$ cat config.mk
export PLATFORM = sky130hd
export DESIGN_NAME = rsoi_insert
export DESIGN_NICKNAME = d
export VERILOG_FILES = /design/src/design/rsoi_pkg.sv /design/src/design/rsoi_insert.sv /design/src/design/rsoi_scrambler.sv
export VERILOG_INCLUDE_DIRS = /design/src /design/src/design
export SDC_FILE = /design/constraint.sdc
export NUM_CORES = 1
export LEC_CHECK = 0
export BUFFER_PORTS_ARGS = -buffer_cell sky130_fd_sc_hd__buf_2
export CAP_MARGIN = 20
export CORE_MARGIN = 1.5
export CORE_UTILIZATION = 60
export CTS_BUF_LIST = sky130_fd_sc_hd__clkbuf_8
export CTS_CLUSTER_DIAMETER = 50
export CTS_CLUSTER_SIZE = 8
export DETAILED_ROUTE_END_ITERATION = 7
export GPL_TIMING_DRIVEN = 1
export PLACE_DENSITY_LB_ADDON = 0.12
export SYNTH_ARGS = -nofsm -noshare
export SYNTH_HDL_FRONTEND = slang
export SYNTH_SLANG_ARGS = --single-unit
$ cat constraint.sdc
create_clock -name mclk -period 4.3 [get_ports mclk]
set_clock_uncertainty 0.1 [all_clocks]
set_input_delay 0.86 -clock mclk [delete_from_list [all_inputs] [get_ports mclk]]
set_output_delay 0.86 -clock mclk [all_outputs]
set_load 0.03 [all_outputs]
$ cat src/design/rsoi_defines.svh
// timing, position and reset constants for the section overhead inserter
`ifndef RSOI_DEFINES_SVH
`define RSOI_DEFINES_SVH
`define RSOI_FRAME_US        125
`define RSOI_CLK_MHZ         10
`define RSOI_FRAME_CYC       (`RSOI_FRAME_US * `RSOI_CLK_MHZ)
`define RSOI_ROWS            9
`define RSOI_OH_COLS         9
`define RSOI_COLS_PER_N      270
`define RSOI_FRAMING_1       8'hF6
`define RSOI_FRAMING_2       8'h28
`define RSOI_SCR_SEED        7'h7F
`define RSOI_TRACE_GROUP     7
`define RSOI_PARITY_ROW      1
`define RSOI_DATA_RESET      8'h00
`endif

$ cat src/design/rsoi_pkg.sv
// types shared by the section overhead inserter
package rsoi_pkg;
    typedef enum logic [2:0] {
        RSOI_OVR_NONE    = 3'b001,
        RSOI_OVR_FRAME1  = 3'b010,
        RSOI_OVR_FRAME2  = 3'b100
    } rsoi_ovr_t;
endpackage

$ cat src/design/rsoi_insert.sv
// section overhead insertion, parity generation and scrambling, source side
// Operation
// [RULE_01] byte stream with codirectional clock, 125 us frames
// [RULE_02] output overhead holds framing, trace, parity, orderwire, user, dcc, national bytes
// [RULE_03] trace, parity, orderwire, user, dcc only in first interleaved column
// [RULE_04] generate 3xN of each framing byte in first overhead row
// [RULE_05] overwrite framing, trace, parity; pass other overhead and payload unchanged
// [RULE_06] upstream supplies reference-timed frames with valid overhead bytes
// [RULE_07] scramble only after framing, trace and parity bytes are written
// [RULE_08] first overhead row unscrambled, all other bytes scrambled
// [RULE_09] management trace identifier placed in the trace byte position
// [RULE_10] parity byte is bit interleaved even parity over eight bits
// [RULE_11] parity covers previous whole frame as output, after scrambling
// [RULE_12] previous frame parity written into parity byte before scrambling
// [RULE_13] optional relay of framing and trace bytes in regenerator use
// [RULE_14] scrambler x^7+x^6+1 preset all ones after first overhead row
// [RULE_15] framing byte values F6 and 28 hexadecimal
// [RULE_16] output frame aligned to input frame start, parity reset each frame
`timescale 1ns/1ps
`include "rsoi_defines.svh"
module rsoi_insert #(
    parameter int N = 1
) (
    // clock and reset
    input  wire logic       mclk,
    input  wire logic       sys_rst,
    // adapted frames from the multiplex side
    input  wire logic [7:0] adaptedSectionData,
    input  wire logic       adaptedClockEn,
    input  wire logic       adaptedFrameStart,
    // management
    input  wire logic [7:0] txTraceIdentifier,
    input  wire logic       relayOverhead,
    // line side
    output logic [7:0]      sectionLineData,
    output logic            sectionLineClock,
    output logic            sectionLineFrameStart
);
    localparam int COLS = `RSOI_COLS_PER_N * N;
    localparam int OHW  = `RSOI_OH_COLS * N;

    initial begin
        if (N < 1 || N > 64) begin
            $error("rsoi_insert: N out of range");
        end
    end

    // ------------------------------------------------------------
    // frame position
    // ------------------------------------------------------------
    logic [15:0] col_r;
    logic [3:0]  row_r;
    logic        framed_r;
    logic [15:0] colCur;
    logic [3:0]  rowCur;
    logic        byteEn;

    // position of the byte now on the input; frame start forces origin
    assign colCur = adaptedFrameStart ? 16'h0000 : col_r; // see [RULE_16]
    assign rowCur = adaptedFrameStart ? 4'h0 : row_r;
    assign byteEn = adaptedClockEn && (framed_r || adaptedFrameStart);

    always_ff @(posedge mclk) begin
        if (sys_rst) begin
            col_r    <= 16'h0000;
            row_r    <= 4'h0;
            framed_r <= 1'b0;
        end else if (byteEn) begin
            framed_r <= 1'b1;
            if (colCur == 16'(COLS - 1)) begin
                col_r <= 16'h0000;
                row_r <= (rowCur == 4'(`RSOI_ROWS - 1)) ? 4'h0 : rowCur + 4'h1;
            end else begin
                col_r <= colCur + 16'h0001;
                row_r <= rowCur;
            end
        end
    end

    // ------------------------------------------------------------
    // overhead decode
    // ------------------------------------------------------------
    logic [15:0] grp;
    logic        inOh;
    logic        firstRow;
    logic        isFrame1;
    logic        isFrame2;
    logic        isTrace;
    logic        isParity;
    logic        seedPos;
    logic        newFrame;

    assign grp      = colCur / 16'(N);
    assign inOh     = colCur < 16'(OHW);
    assign firstRow = (rowCur == 4'h0) && inOh; // see [RULE_08]
    assign isFrame1 = firstRow && grp < 16'd3; // see [RULE_04]
    assign isFrame2 = firstRow && grp >= 16'd3 && grp < 16'd6; // see [RULE_04]
    // only the first interleaved column carries trace and parity
    assign isTrace  = firstRow && colCur == 16'((`RSOI_TRACE_GROUP - 1) * N); // see [RULE_03]
    assign isParity = rowCur == 4'(`RSOI_PARITY_ROW) && colCur == 16'h0000; // see [RULE_03]
    assign seedPos  = rowCur == 4'h0 && colCur == 16'(OHW);
    assign newFrame = adaptedFrameStart && adaptedClockEn;

    // ------------------------------------------------------------
    // byte insertion, then scrambling
    // ------------------------------------------------------------
    rsoi_pkg::rsoi_ovr_t ovrSel;
    logic [7:0] parity_r;
    logic [7:0] parityHeld_r;
    logic [7:0] inserted;
    logic [7:0] scrByte;
    logic [7:0] lineByte;

    assign ovrSel = relayOverhead ? rsoi_pkg::RSOI_OVR_NONE :
                    isFrame1      ? rsoi_pkg::RSOI_OVR_FRAME1 :
                    isFrame2      ? rsoi_pkg::RSOI_OVR_FRAME2 :
                                    rsoi_pkg::RSOI_OVR_NONE; // see [RULE_13]

    always_comb begin
        inserted = adaptedSectionData; // see [RULE_05]
        unique case (ovrSel)
            rsoi_pkg::RSOI_OVR_FRAME1: inserted = `RSOI_FRAMING_1; // see [RULE_15]
            rsoi_pkg::RSOI_OVR_FRAME2: inserted = `RSOI_FRAMING_2; // see [RULE_15]
            rsoi_pkg::RSOI_OVR_NONE: begin
                if (isTrace && !relayOverhead) begin
                    inserted = txTraceIdentifier; // see [RULE_09]
                end else if (isParity) begin
                    inserted = parityHeld_r; // see [RULE_12]
                end
            end
            default: inserted = adaptedSectionData;
        endcase
    end

    rsoi_scrambler u_scr (
        .mclk     (mclk),
        .sys_rst  (sys_rst),
        .seedLoad (seedPos),
        .advance  (byteEn && !firstRow),
        .scrByte  (scrByte)
    );

    // scrambling applies to the already inserted byte
    assign lineByte = firstRow ? inserted : inserted ^ scrByte; // see [RULE_07] [RULE_08]

    // ------------------------------------------------------------
    // parity over the output stream
    // ------------------------------------------------------------
    // even parity: xor of all bytes makes each bit column even
    always_ff @(posedge mclk) begin
        if (sys_rst) begin
            parity_r     <= 8'h00;
            parityHeld_r <= 8'h00;
        end else if (byteEn) begin
            if (newFrame) begin
                parityHeld_r <= parity_r; // see [RULE_11]
                parity_r     <= lineByte; // see [RULE_16] [RULE_10]
            end else begin
                parity_r <= parity_r ^ lineByte; // see [RULE_10] [RULE_11]
            end
        end
    end

    // ------------------------------------------------------------
    // line outputs
    // ------------------------------------------------------------
    always_ff @(posedge mclk) begin
        if (sys_rst) begin
            sectionLineData       <= `RSOI_DATA_RESET;
            sectionLineClock      <= 1'b0;
            sectionLineFrameStart <= 1'b0;
        end else begin
            sectionLineClock      <= byteEn; // see [RULE_01]
            sectionLineFrameStart <= newFrame;
            if (byteEn) begin
                sectionLineData <= lineByte; // see [RULE_02]
            end
        end
    end

    // ------------------------------------------------------------
    // checks
    // ------------------------------------------------------------
    logic inFr1_r;
    logic inTr_r;
    logic inRow1_r;
    logic [7:0] rawIn_r;
    logic [7:0] trIn_r;
    always_ff @(posedge mclk) begin
        inFr1_r  <= byteEn && isFrame1 && !relayOverhead;
        inTr_r   <= byteEn && isTrace && !relayOverhead;
        inRow1_r <= byteEn && firstRow && !isFrame1 && !isFrame2 && !isTrace;
        rawIn_r  <= adaptedSectionData;
        trIn_r   <= txTraceIdentifier;
    end

    a_framing_one_value: assert property (@(posedge mclk) disable iff (sys_rst) // see [RULE_04]
        inFr1_r |-> sectionLineData == 8'hF6)
        else $error("first framing byte wrong");
    a_trace_byte_value: assert property (@(posedge mclk) disable iff (sys_rst) // see [RULE_09]
        inTr_r |-> sectionLineData == trIn_r)
        else $error("trace byte not inserted");
    a_first_row_clear: assert property (@(posedge mclk) disable iff (sys_rst) // see [RULE_08]
        inRow1_r |-> sectionLineData == rawIn_r)
        else $error("first row byte altered");
    a_clock_follows_en: assert property (@(posedge mclk) disable iff (sys_rst) // see [RULE_01]
        byteEn |=> sectionLineClock)
        else $error("line clock missing");
    a_frame_start_out: assert property (@(posedge mclk) disable iff (sys_rst) // see [RULE_16]
        newFrame |=> sectionLineFrameStart && sectionLineClock)
        else $error("frame start not forwarded");
    a_parity_latch: assert property (@(posedge mclk) disable iff (sys_rst) // see [RULE_11]
        (byteEn && newFrame) |=> parityHeld_r == $past(parity_r))
        else $error("parity not latched");
    a_parity_insert: assert property (@(posedge mclk) disable iff (sys_rst) // see [RULE_12]
        (byteEn && isParity) |=> sectionLineData == ($past(parityHeld_r) ^ $past(scrByte)))
        else $error("parity byte wrong");
    a_scramble_applied: assert property (@(posedge mclk) disable iff (sys_rst) // see [RULE_07]
        (byteEn && !firstRow && !isParity)
            |=> sectionLineData == ($past(adaptedSectionData) ^ $past(scrByte)))
        else $error("payload not scrambled");

    c_frame_start: cover property (@(posedge mclk) newFrame);
    c_parity_slot: cover property (@(posedge mclk) byteEn && isParity);
    c_relay_mode: cover property (@(posedge mclk) byteEn && isFrame1 && relayOverhead);
endmodule

$ cat src/design/rsoi_scrambler.sv
// frame synchronous x^7+x^6+1 scrambler sequence generator
`timescale 1ns/1ps
`include "rsoi_defines.svh"
module rsoi_scrambler (
    // clock and reset
    input  wire logic       mclk,
    input  wire logic       sys_rst,
    // control
    input  wire logic       seedLoad,
    input  wire logic       advance,
    // sequence byte for the current position
    output logic [7:0]      scrByte
);
    logic [6:0] state_r;
    logic [6:0] state_nxt;
    logic [6:0] seedState;
    logic [6:0] walk [0:8];
    logic [7:0] bits;

    assign seedState = `RSOI_SCR_SEED;
    assign walk[0] = seedLoad ? seedState : state_r;
    genvar i;
    generate
        for (i = 0; i < 8; i++) begin : g_bit
            assign bits[7-i]  = walk[i][6];
            assign walk[i+1]  = {walk[i][5:0], walk[i][6] ^ walk[i][5]};
        end
    endgenerate
    assign scrByte   = bits;
    assign state_nxt = walk[8];

    // preset on the first scrambled byte, msb of the byte first
    always_ff @(posedge mclk) begin // see [RULE_14]
        if (sys_rst) begin
            state_r <= `RSOI_SCR_SEED;
        end else if (advance) begin
            state_r <= state_nxt;
        end
    end
endmodule
==> results.cfg, run 1 <==
[sta]
finalSetupViolations = 0
period_minus_slack_ns = 3.62
min_period_over_period_pct = 84.3
slew_viol_final = 0
worst_pin_slew_ns = 0.964
layout_setup_ws_ns = 0.675
max_slew_margin_pct = 35.7
final-hold-violation-count = 0
setup_tns_ns = 0
rsz0062_at_grt = false
clock.fmax_ghz = 0.276

[worst_hold_path]
hold_depth = 2
holdPathEnd = sectionLineData[7]
hold_start = sectionLineData[7]
hp-class = reg2reg

[die]
dieArea_mm2 = 0.00611
pin_count = 31
fp-row-count = 27
initial_core_util_pct = 62.0
coreArea_mm2 = 0.00547
die_w_um = 78.2
fp.dieH_um = 78.2

[synthesis]
synth_top_family_by_area = simple AND/OR/NAND/NOR gates
synth_compound_area_share_pct = 23.6
synthesis.area_mm2 = 0.00339
ys_seq_area_share_pct = 31.9
syn_area_per_cell_um2 = 7.52
ys_warn_count = 0
synthesis.nets = 480
yosys.area_share.xor_xnor_pct = 3.10
synthAdderAreaFrac_pct = 2.95
ys.flop_type = dfxtp_1
ys_seq_elements = 54
synth-edff-count = 0
synthCells = 451
yosys.area_share.simple_pct = 31.7
synth_cell_types = 61
ys_async_sr_fraction_pct = 0
synthMuxAreaShare_pct = 1.88

[global_routing]
overflow = 0
grtUsageTotal_pct = 28.3
grt_pass1_wl_um = 14000
antenna_found_initial = 0
grt_max_degree = 58
grt_pass1_vias = 3021

[power_and_ir_drop]
total_leakage_power_nw = 1.43
ir_worst_vdd_v = 0.000158
p_seq_share_pct = 57.4
p_sw_uw = 244
p_sw_share_pct = 26.9
p_int_uw = 663
pwr-share-comb_pct = 13.0
power_uw = 908
powerDensity_mw_per_mm2 = 250
clkPwrFrac_pct = 29.6

[setup_path]
cp_data_required_time_ns = 4.43
critPathKind = in2reg
timing.rr.end = parity_r[5]
critPathMaxFanout = 29
rr_worst_depth = 9
arrival_ns = 3.75
cp-end-kind = register
r2r_start = col_r[1]
rrSetupSlack_ns = 1.19
cp-start-kind = input pin

[placed_design]
place_ws_ns = 0.378
portBuffers = 30
routabilityCongestion = 0.873
hpwlAfterDp_um = 5880

[clock_tree]
clk_pin_slew_worst_paths_ns = 0.09
hold_buffers = 0
htreeDepth = 2
postCtsSetupBuffers = 0
cts_root_buf = clkbuf_8
cts_resized = 0
clock_latency_ns = 0.30
cts_tree = built
cts_buffer_depth = 2
cts_made_buffers = 5
cts.sinks = 54

[flow_run]
cap_violations = 0

[cells_and_area]
nFillCells = 515
final_common_cell = nand2_1
drive_gt1_share_pct = 13.5
layout_common_cells = nand2_1, dfxtp_1, a21oi_1
num_antenna_cells = 0
area_delta_synth_final_pct = 7.16
fin_nets = 495

[drt]
ant_nets = 0
drt_iter0_markers = 248
dr_total_vias = 3355
routed_wl_um = 8380
avgViaCountPerCell = 6.24
dr.pass1.iters = 5
drc = 0
wl_per_cell_um = 15.6

[outcome]
status = finished clean
==> worst max-delay path by stage <==
stage	slack (ns)	cells past startpoint	end	startpoint
2_1_floorplan	0.78	12	parity_r[5]	adaptedFrameStart
3_3_place_gp	0.53	12	parity_r[7]	adaptedFrameStart
3_5_place_dp	0.38	12	parity_r[7]	adaptedFrameStart
4_1_cts	0.71	12	parity_r[7]	adaptedFrameStart
5_1_grt	0.43	12	parity_r[2]	adaptedFrameStart
6_report	0.68	12	parity_r[7]	adaptedFrameStart
==> state kept, by name, indices dropped and copies added (netlist names) <==
name	cells
col_r	16
parityHeld_r	8
parity_r	8
sectionLineData	8
u_scr.state_r	7
row_r	4
framed_r	1
sectionLineClock	1
sectionLineFrameStart	1
==> worst max-delay path, stage by stage <==
cell,delay [ns]
buf_2,0.42
inv_1,0.24
nand2_1,0.19
inv_1,0.09
ha_1,0.25
nor2b_1,0.17
o21a_1,0.24
o311ai_2,0.45
o31ai_1,0.16
and3_2,0.22
or3_1,0.34
a21oi_1,0.12
==> metal layers <==
metal  global-route usage, %  share of wire, %  vias up
met4                    7.68               1.1        0
met5                       0                 0        -
met1                    39.2                47     1574
met2                    46.5                46      119
li1                        -                 -     1652
met3                    3.60               5.7       10
==> cells by family after synthesis <==
kind of cell / count (synthesis)
buf+inv: 38
flops: 54
xor+xnor: 12
simple gates: 204
mux: 6
fa+ha+maj: 8
compound gates: 129
==> power by group through the flow <==
stage	Sequential (mW)	Clock (mW)	Combinational (mW)
final	0.521	0.269	0.118
after global routing	0.523	0.294	0.130
after CTS	0.521	0.277	0.117
after detailed placement	0.533	0	0.117
after global placement	0.532	0	0.114
after floorplan	0.542	0	0.0711
==> area by class of cell <==
| class | count | area, µm² | share of cell area [%] |
|---|---|---|---|
| repair buffers | 36 | 195 | 5.37 |
| multi-input cells | 359 | 2150 | 59.2 |
| inverters | 10 | 37.5 | 1.03 |
| flip-flops and latches | 54 | 1080 | 29.7 |
| well taps | 72 | 90.1 | 2.48 |
| clock buffers | 5 | 68.8 | 1.89 |
| clock inverters | 2 | 11.3 | 0.310 |
==> per-stage QoR <==
step                      util, %  cell area [µm²]  hold slack [ns]  std cells
final                        66.4             3630            0.354        538
after global routing         66.4             3630            0.373        538
after CTS                    66.4             3630            0.357        538
after detailed placement     65.0             3550            0.343        531
after global placement       65.0             3550            0.339        531
after floorplan                 -             3390            0.332        451
==> cell usage after synthesis, types with 3 or more instances <==
| library cell | count | area [µm²] |
|---|---|---|
| nand3b_1 | 11 | 82.6 |
| buf_2 | 5 | 25.0 |
| and3_1 | 13 | 81.3 |
| o31ai_1 | 4 | 30.0 |
| nand2_1 | 69 | 259 |
| nor3_1 | 13 | 65.1 |
| a22o_1 | 6 | 52.6 |
| or3_1 | 9 | 56.3 |
| ha_1 | 8 | 100 |
| nand3_1 | 14 | 70.1 |
| nor3_2 | 3 | 30.0 |
| o21ai_0 | 32 | 160 |
| dfxtp_1 | 54 | 1080 |
| nor3b_1 | 4 | 30.0 |
| mux2_2 | 3 | 33.8 |
| a211oi_1 | 4 | 30.0 |
| o211ai_1 | 5 | 37.5 |
| clkbuf_1 | 17 | 63.8 |
| mux2i_1 | 3 | 30.0 |
| nor2_1 | 35 | 131 |
| buf_1 | 3 | 11.3 |
| nor4_1 | 5 | 31.3 |
| a31oi_1 | 6 | 37.5 |
| xor2_1 | 10 | 87.6 |
| inv_1 | 10 | 37.5 |
| and2_1 | 4 | 25.0 |
| a21oi_1 | 52 | 260 |
| nor2b_1 | 4 | 25.0 |
(Power assumes the default switching activity.)
==> inputs of run 2 (changes only) <==
Settings changed: CORE_UTILIZATION 60 to 56.
Clock period 4.3 ns to 3.3 ns, I/O delays scaled along.
==> results.cfg, run 2 (same netlist as run 1, synthesis figures left out) <==
[setup_path]
cp-end-kind = register
cpMostUsedCell = inv_1
r2r_start = col_r[1]
critPathMaxFanout = 5
path_cells = buf_2 > inv_1 > nand2_1 > inv_1 > ha_1 > nor2b_1 > o21a_1 > o311ai_2 > o31ai_1 > and3_2 > or3_1 > a21oi_1
rr_worst_depth = 10
cp_data_required_time_ns = 3.43
slowest_delay_ns = 0.47
crit_slowest_cell = o311ai_2
cpLargestDelayFamily = compound AO/OA/AOI/OAI gates
critPathKind = in2reg
arrival_ns = 3.08
rrSetupSlack_ns = 0.47
cp-start-kind = input pin
crit_buf_inv = 3
timing.rr.end = parity_r[1]

[worst_hold_path]
hold_start = sectionLineData[6]
hold_depth = 2
hp-class = reg2reg
holdPathEnd = sectionLineData[6]

[die]
coreArea_mm2 = 0.00589
dieArea_mm2 = 0.00653
die_w_um = 80.8
initial_core_util_pct = 57.6
fp.dieH_um = 80.8
pin_count = 31
fp-row-count = 28

[drt]
avgViaCountPerCell = 6.12
wl_met3_um = 557
routed_wl_um = 8780
drt_iter0_markers = 238
route.met2.wl_um = 3930
maxUsedRoutingLayer = met4
dr.pass1.iters = 5
drc = 0
wl_per_cell_um = 15.9
ant_nets = 0
met1Wirelength_um = 4220
dr_total_vias = 3385

[cells_and_area]
drive_gt1_share_pct = 15.9
largest_register_ffs = 16
regMostFlops = col_r
multi_input_area_mm2 = 0.00215
area_delta_synth_final_pct = 10.5
regArea_mm2 = 0.00108
utilization_pct = 63.7
nFillCells = 551
final_common_cell = nand2_1
fin_nets = 506
layout_common_cells = nand2_1, dfxtp_1, a21oi_1
final_area_mm2 = 0.00375
num_antenna_cells = 0

[clock_tree]
clock_latency_ns = 0.30
htreeDepth = 2
postCtsSetupBuffers = 0
cts_made_buffers = 5
cts_root_buf = clkbuf_8
hold_buffers = 0
cts_buffer_depth = 2
cts_tree = built
clk_pin_slew_worst_paths_ns = 0.10
cts_resized = 0
cts.sinks = 54

[placed_design]
portBuffers = 30
hpwlAfterDp_um = 6290
postPlaceCellArea_mm2 = 0.00365
routabilityCongestion = 0.985

[power_and_ir_drop]
total_leakage_power_nw = 1.49
ir_worst_vdd_v = 0.000190
powerDensity_mw_per_mm2 = 329

[global_routing]
grtUsageTotal_pct = 28.1
grt_pass1_vias = 3084
overflow = 0
antenna_found_initial = 0
grt_max_degree = 32
grt_pass1_wl_um = 14600

[sta]
max_slew_margin_pct = 48.9
clock.fmax_ghz = 0.339
finalSetupViolations = 0
setup_tns_ns = 0
final-hold-violation-count = 0
rsz0062_at_grt = false
slew_viol_final = 0
period_minus_slack_ns = 2.95
worst_pin_slew_ns = 0.764
min_period_over_period_pct = 89.4

[outcome]
status = finished clean

[flow_run]
cap_violations = 0
==> run 2: metal layers <==
metal / up-vias / track usage, %
met5: - / 0
met4: 0 / 8.28
met3: 10 / 4.61
met2: 121 / 44.4
met1: 1580 / 39.2
li1: 1674 / -
==> run 2: metrics by stage <==
| step | worst slack, ns | total power, mW | instances | hold slack (ns) |
|---|---|---|---|---|
| 3_5_place_dp | 0.0690 | 0.855 | 545 | 0.344 |
| 4_1_cts | 0.394 | 1.25 | 553 | 0.358 |
| 5_1_grt | 0.214 | 1.28 | 553 | 0.377 |
| 3_3_place_gp | 0.188 | 0.851 | 545 | 0.338 |
| 2_1_floorplan | 0.0842 | 0.799 | 451 | 0.332 |
| 6_report | 0.348 | 1.23 | 553 | 0.354 |
==> run 2: final cells by class <==
type	count	area share (%)
multi-input combinational	359	57.4
inverter	10	1.00
clock inverter	2	0.334
tap	75	2.50
timing repair buffer	47	7.74
clock buffer	6	2.20
sequential	54	28.8
==> run 2: worst max-delay path by stage <==
stage	slack, ns	start	cells past startpoint	to
final	0.35	adaptedFrameStart	12	parity_r[1]
after global placement	0.19	adaptedFrameStart	12	parity_r[1]
after CTS	0.39	adaptedFrameStart	12	parity_r[1]
after global routing	0.21	adaptedFrameStart	12	parity_r[1]
after detailed placement	0.07	adaptedFrameStart	12	parity_r[1]
after floorplan	0.08	adaptedFrameStart	12	parity_r[5]
==> run 2: power breakdown <==
part           internal, mW  total, mW  switching (mW)
Combinational        0.0582      0.163           0.104
Clock                 0.169      0.391           0.222
Sequential            0.669      0.679          0.0108
Total                 0.896       1.23           0.337
==> run 2: worst min-delay path: stages, from the launching register on <==
cell	delay, ns
dfxtp_1	0.32
nand2_1	0.05
a21oi_1	0.05
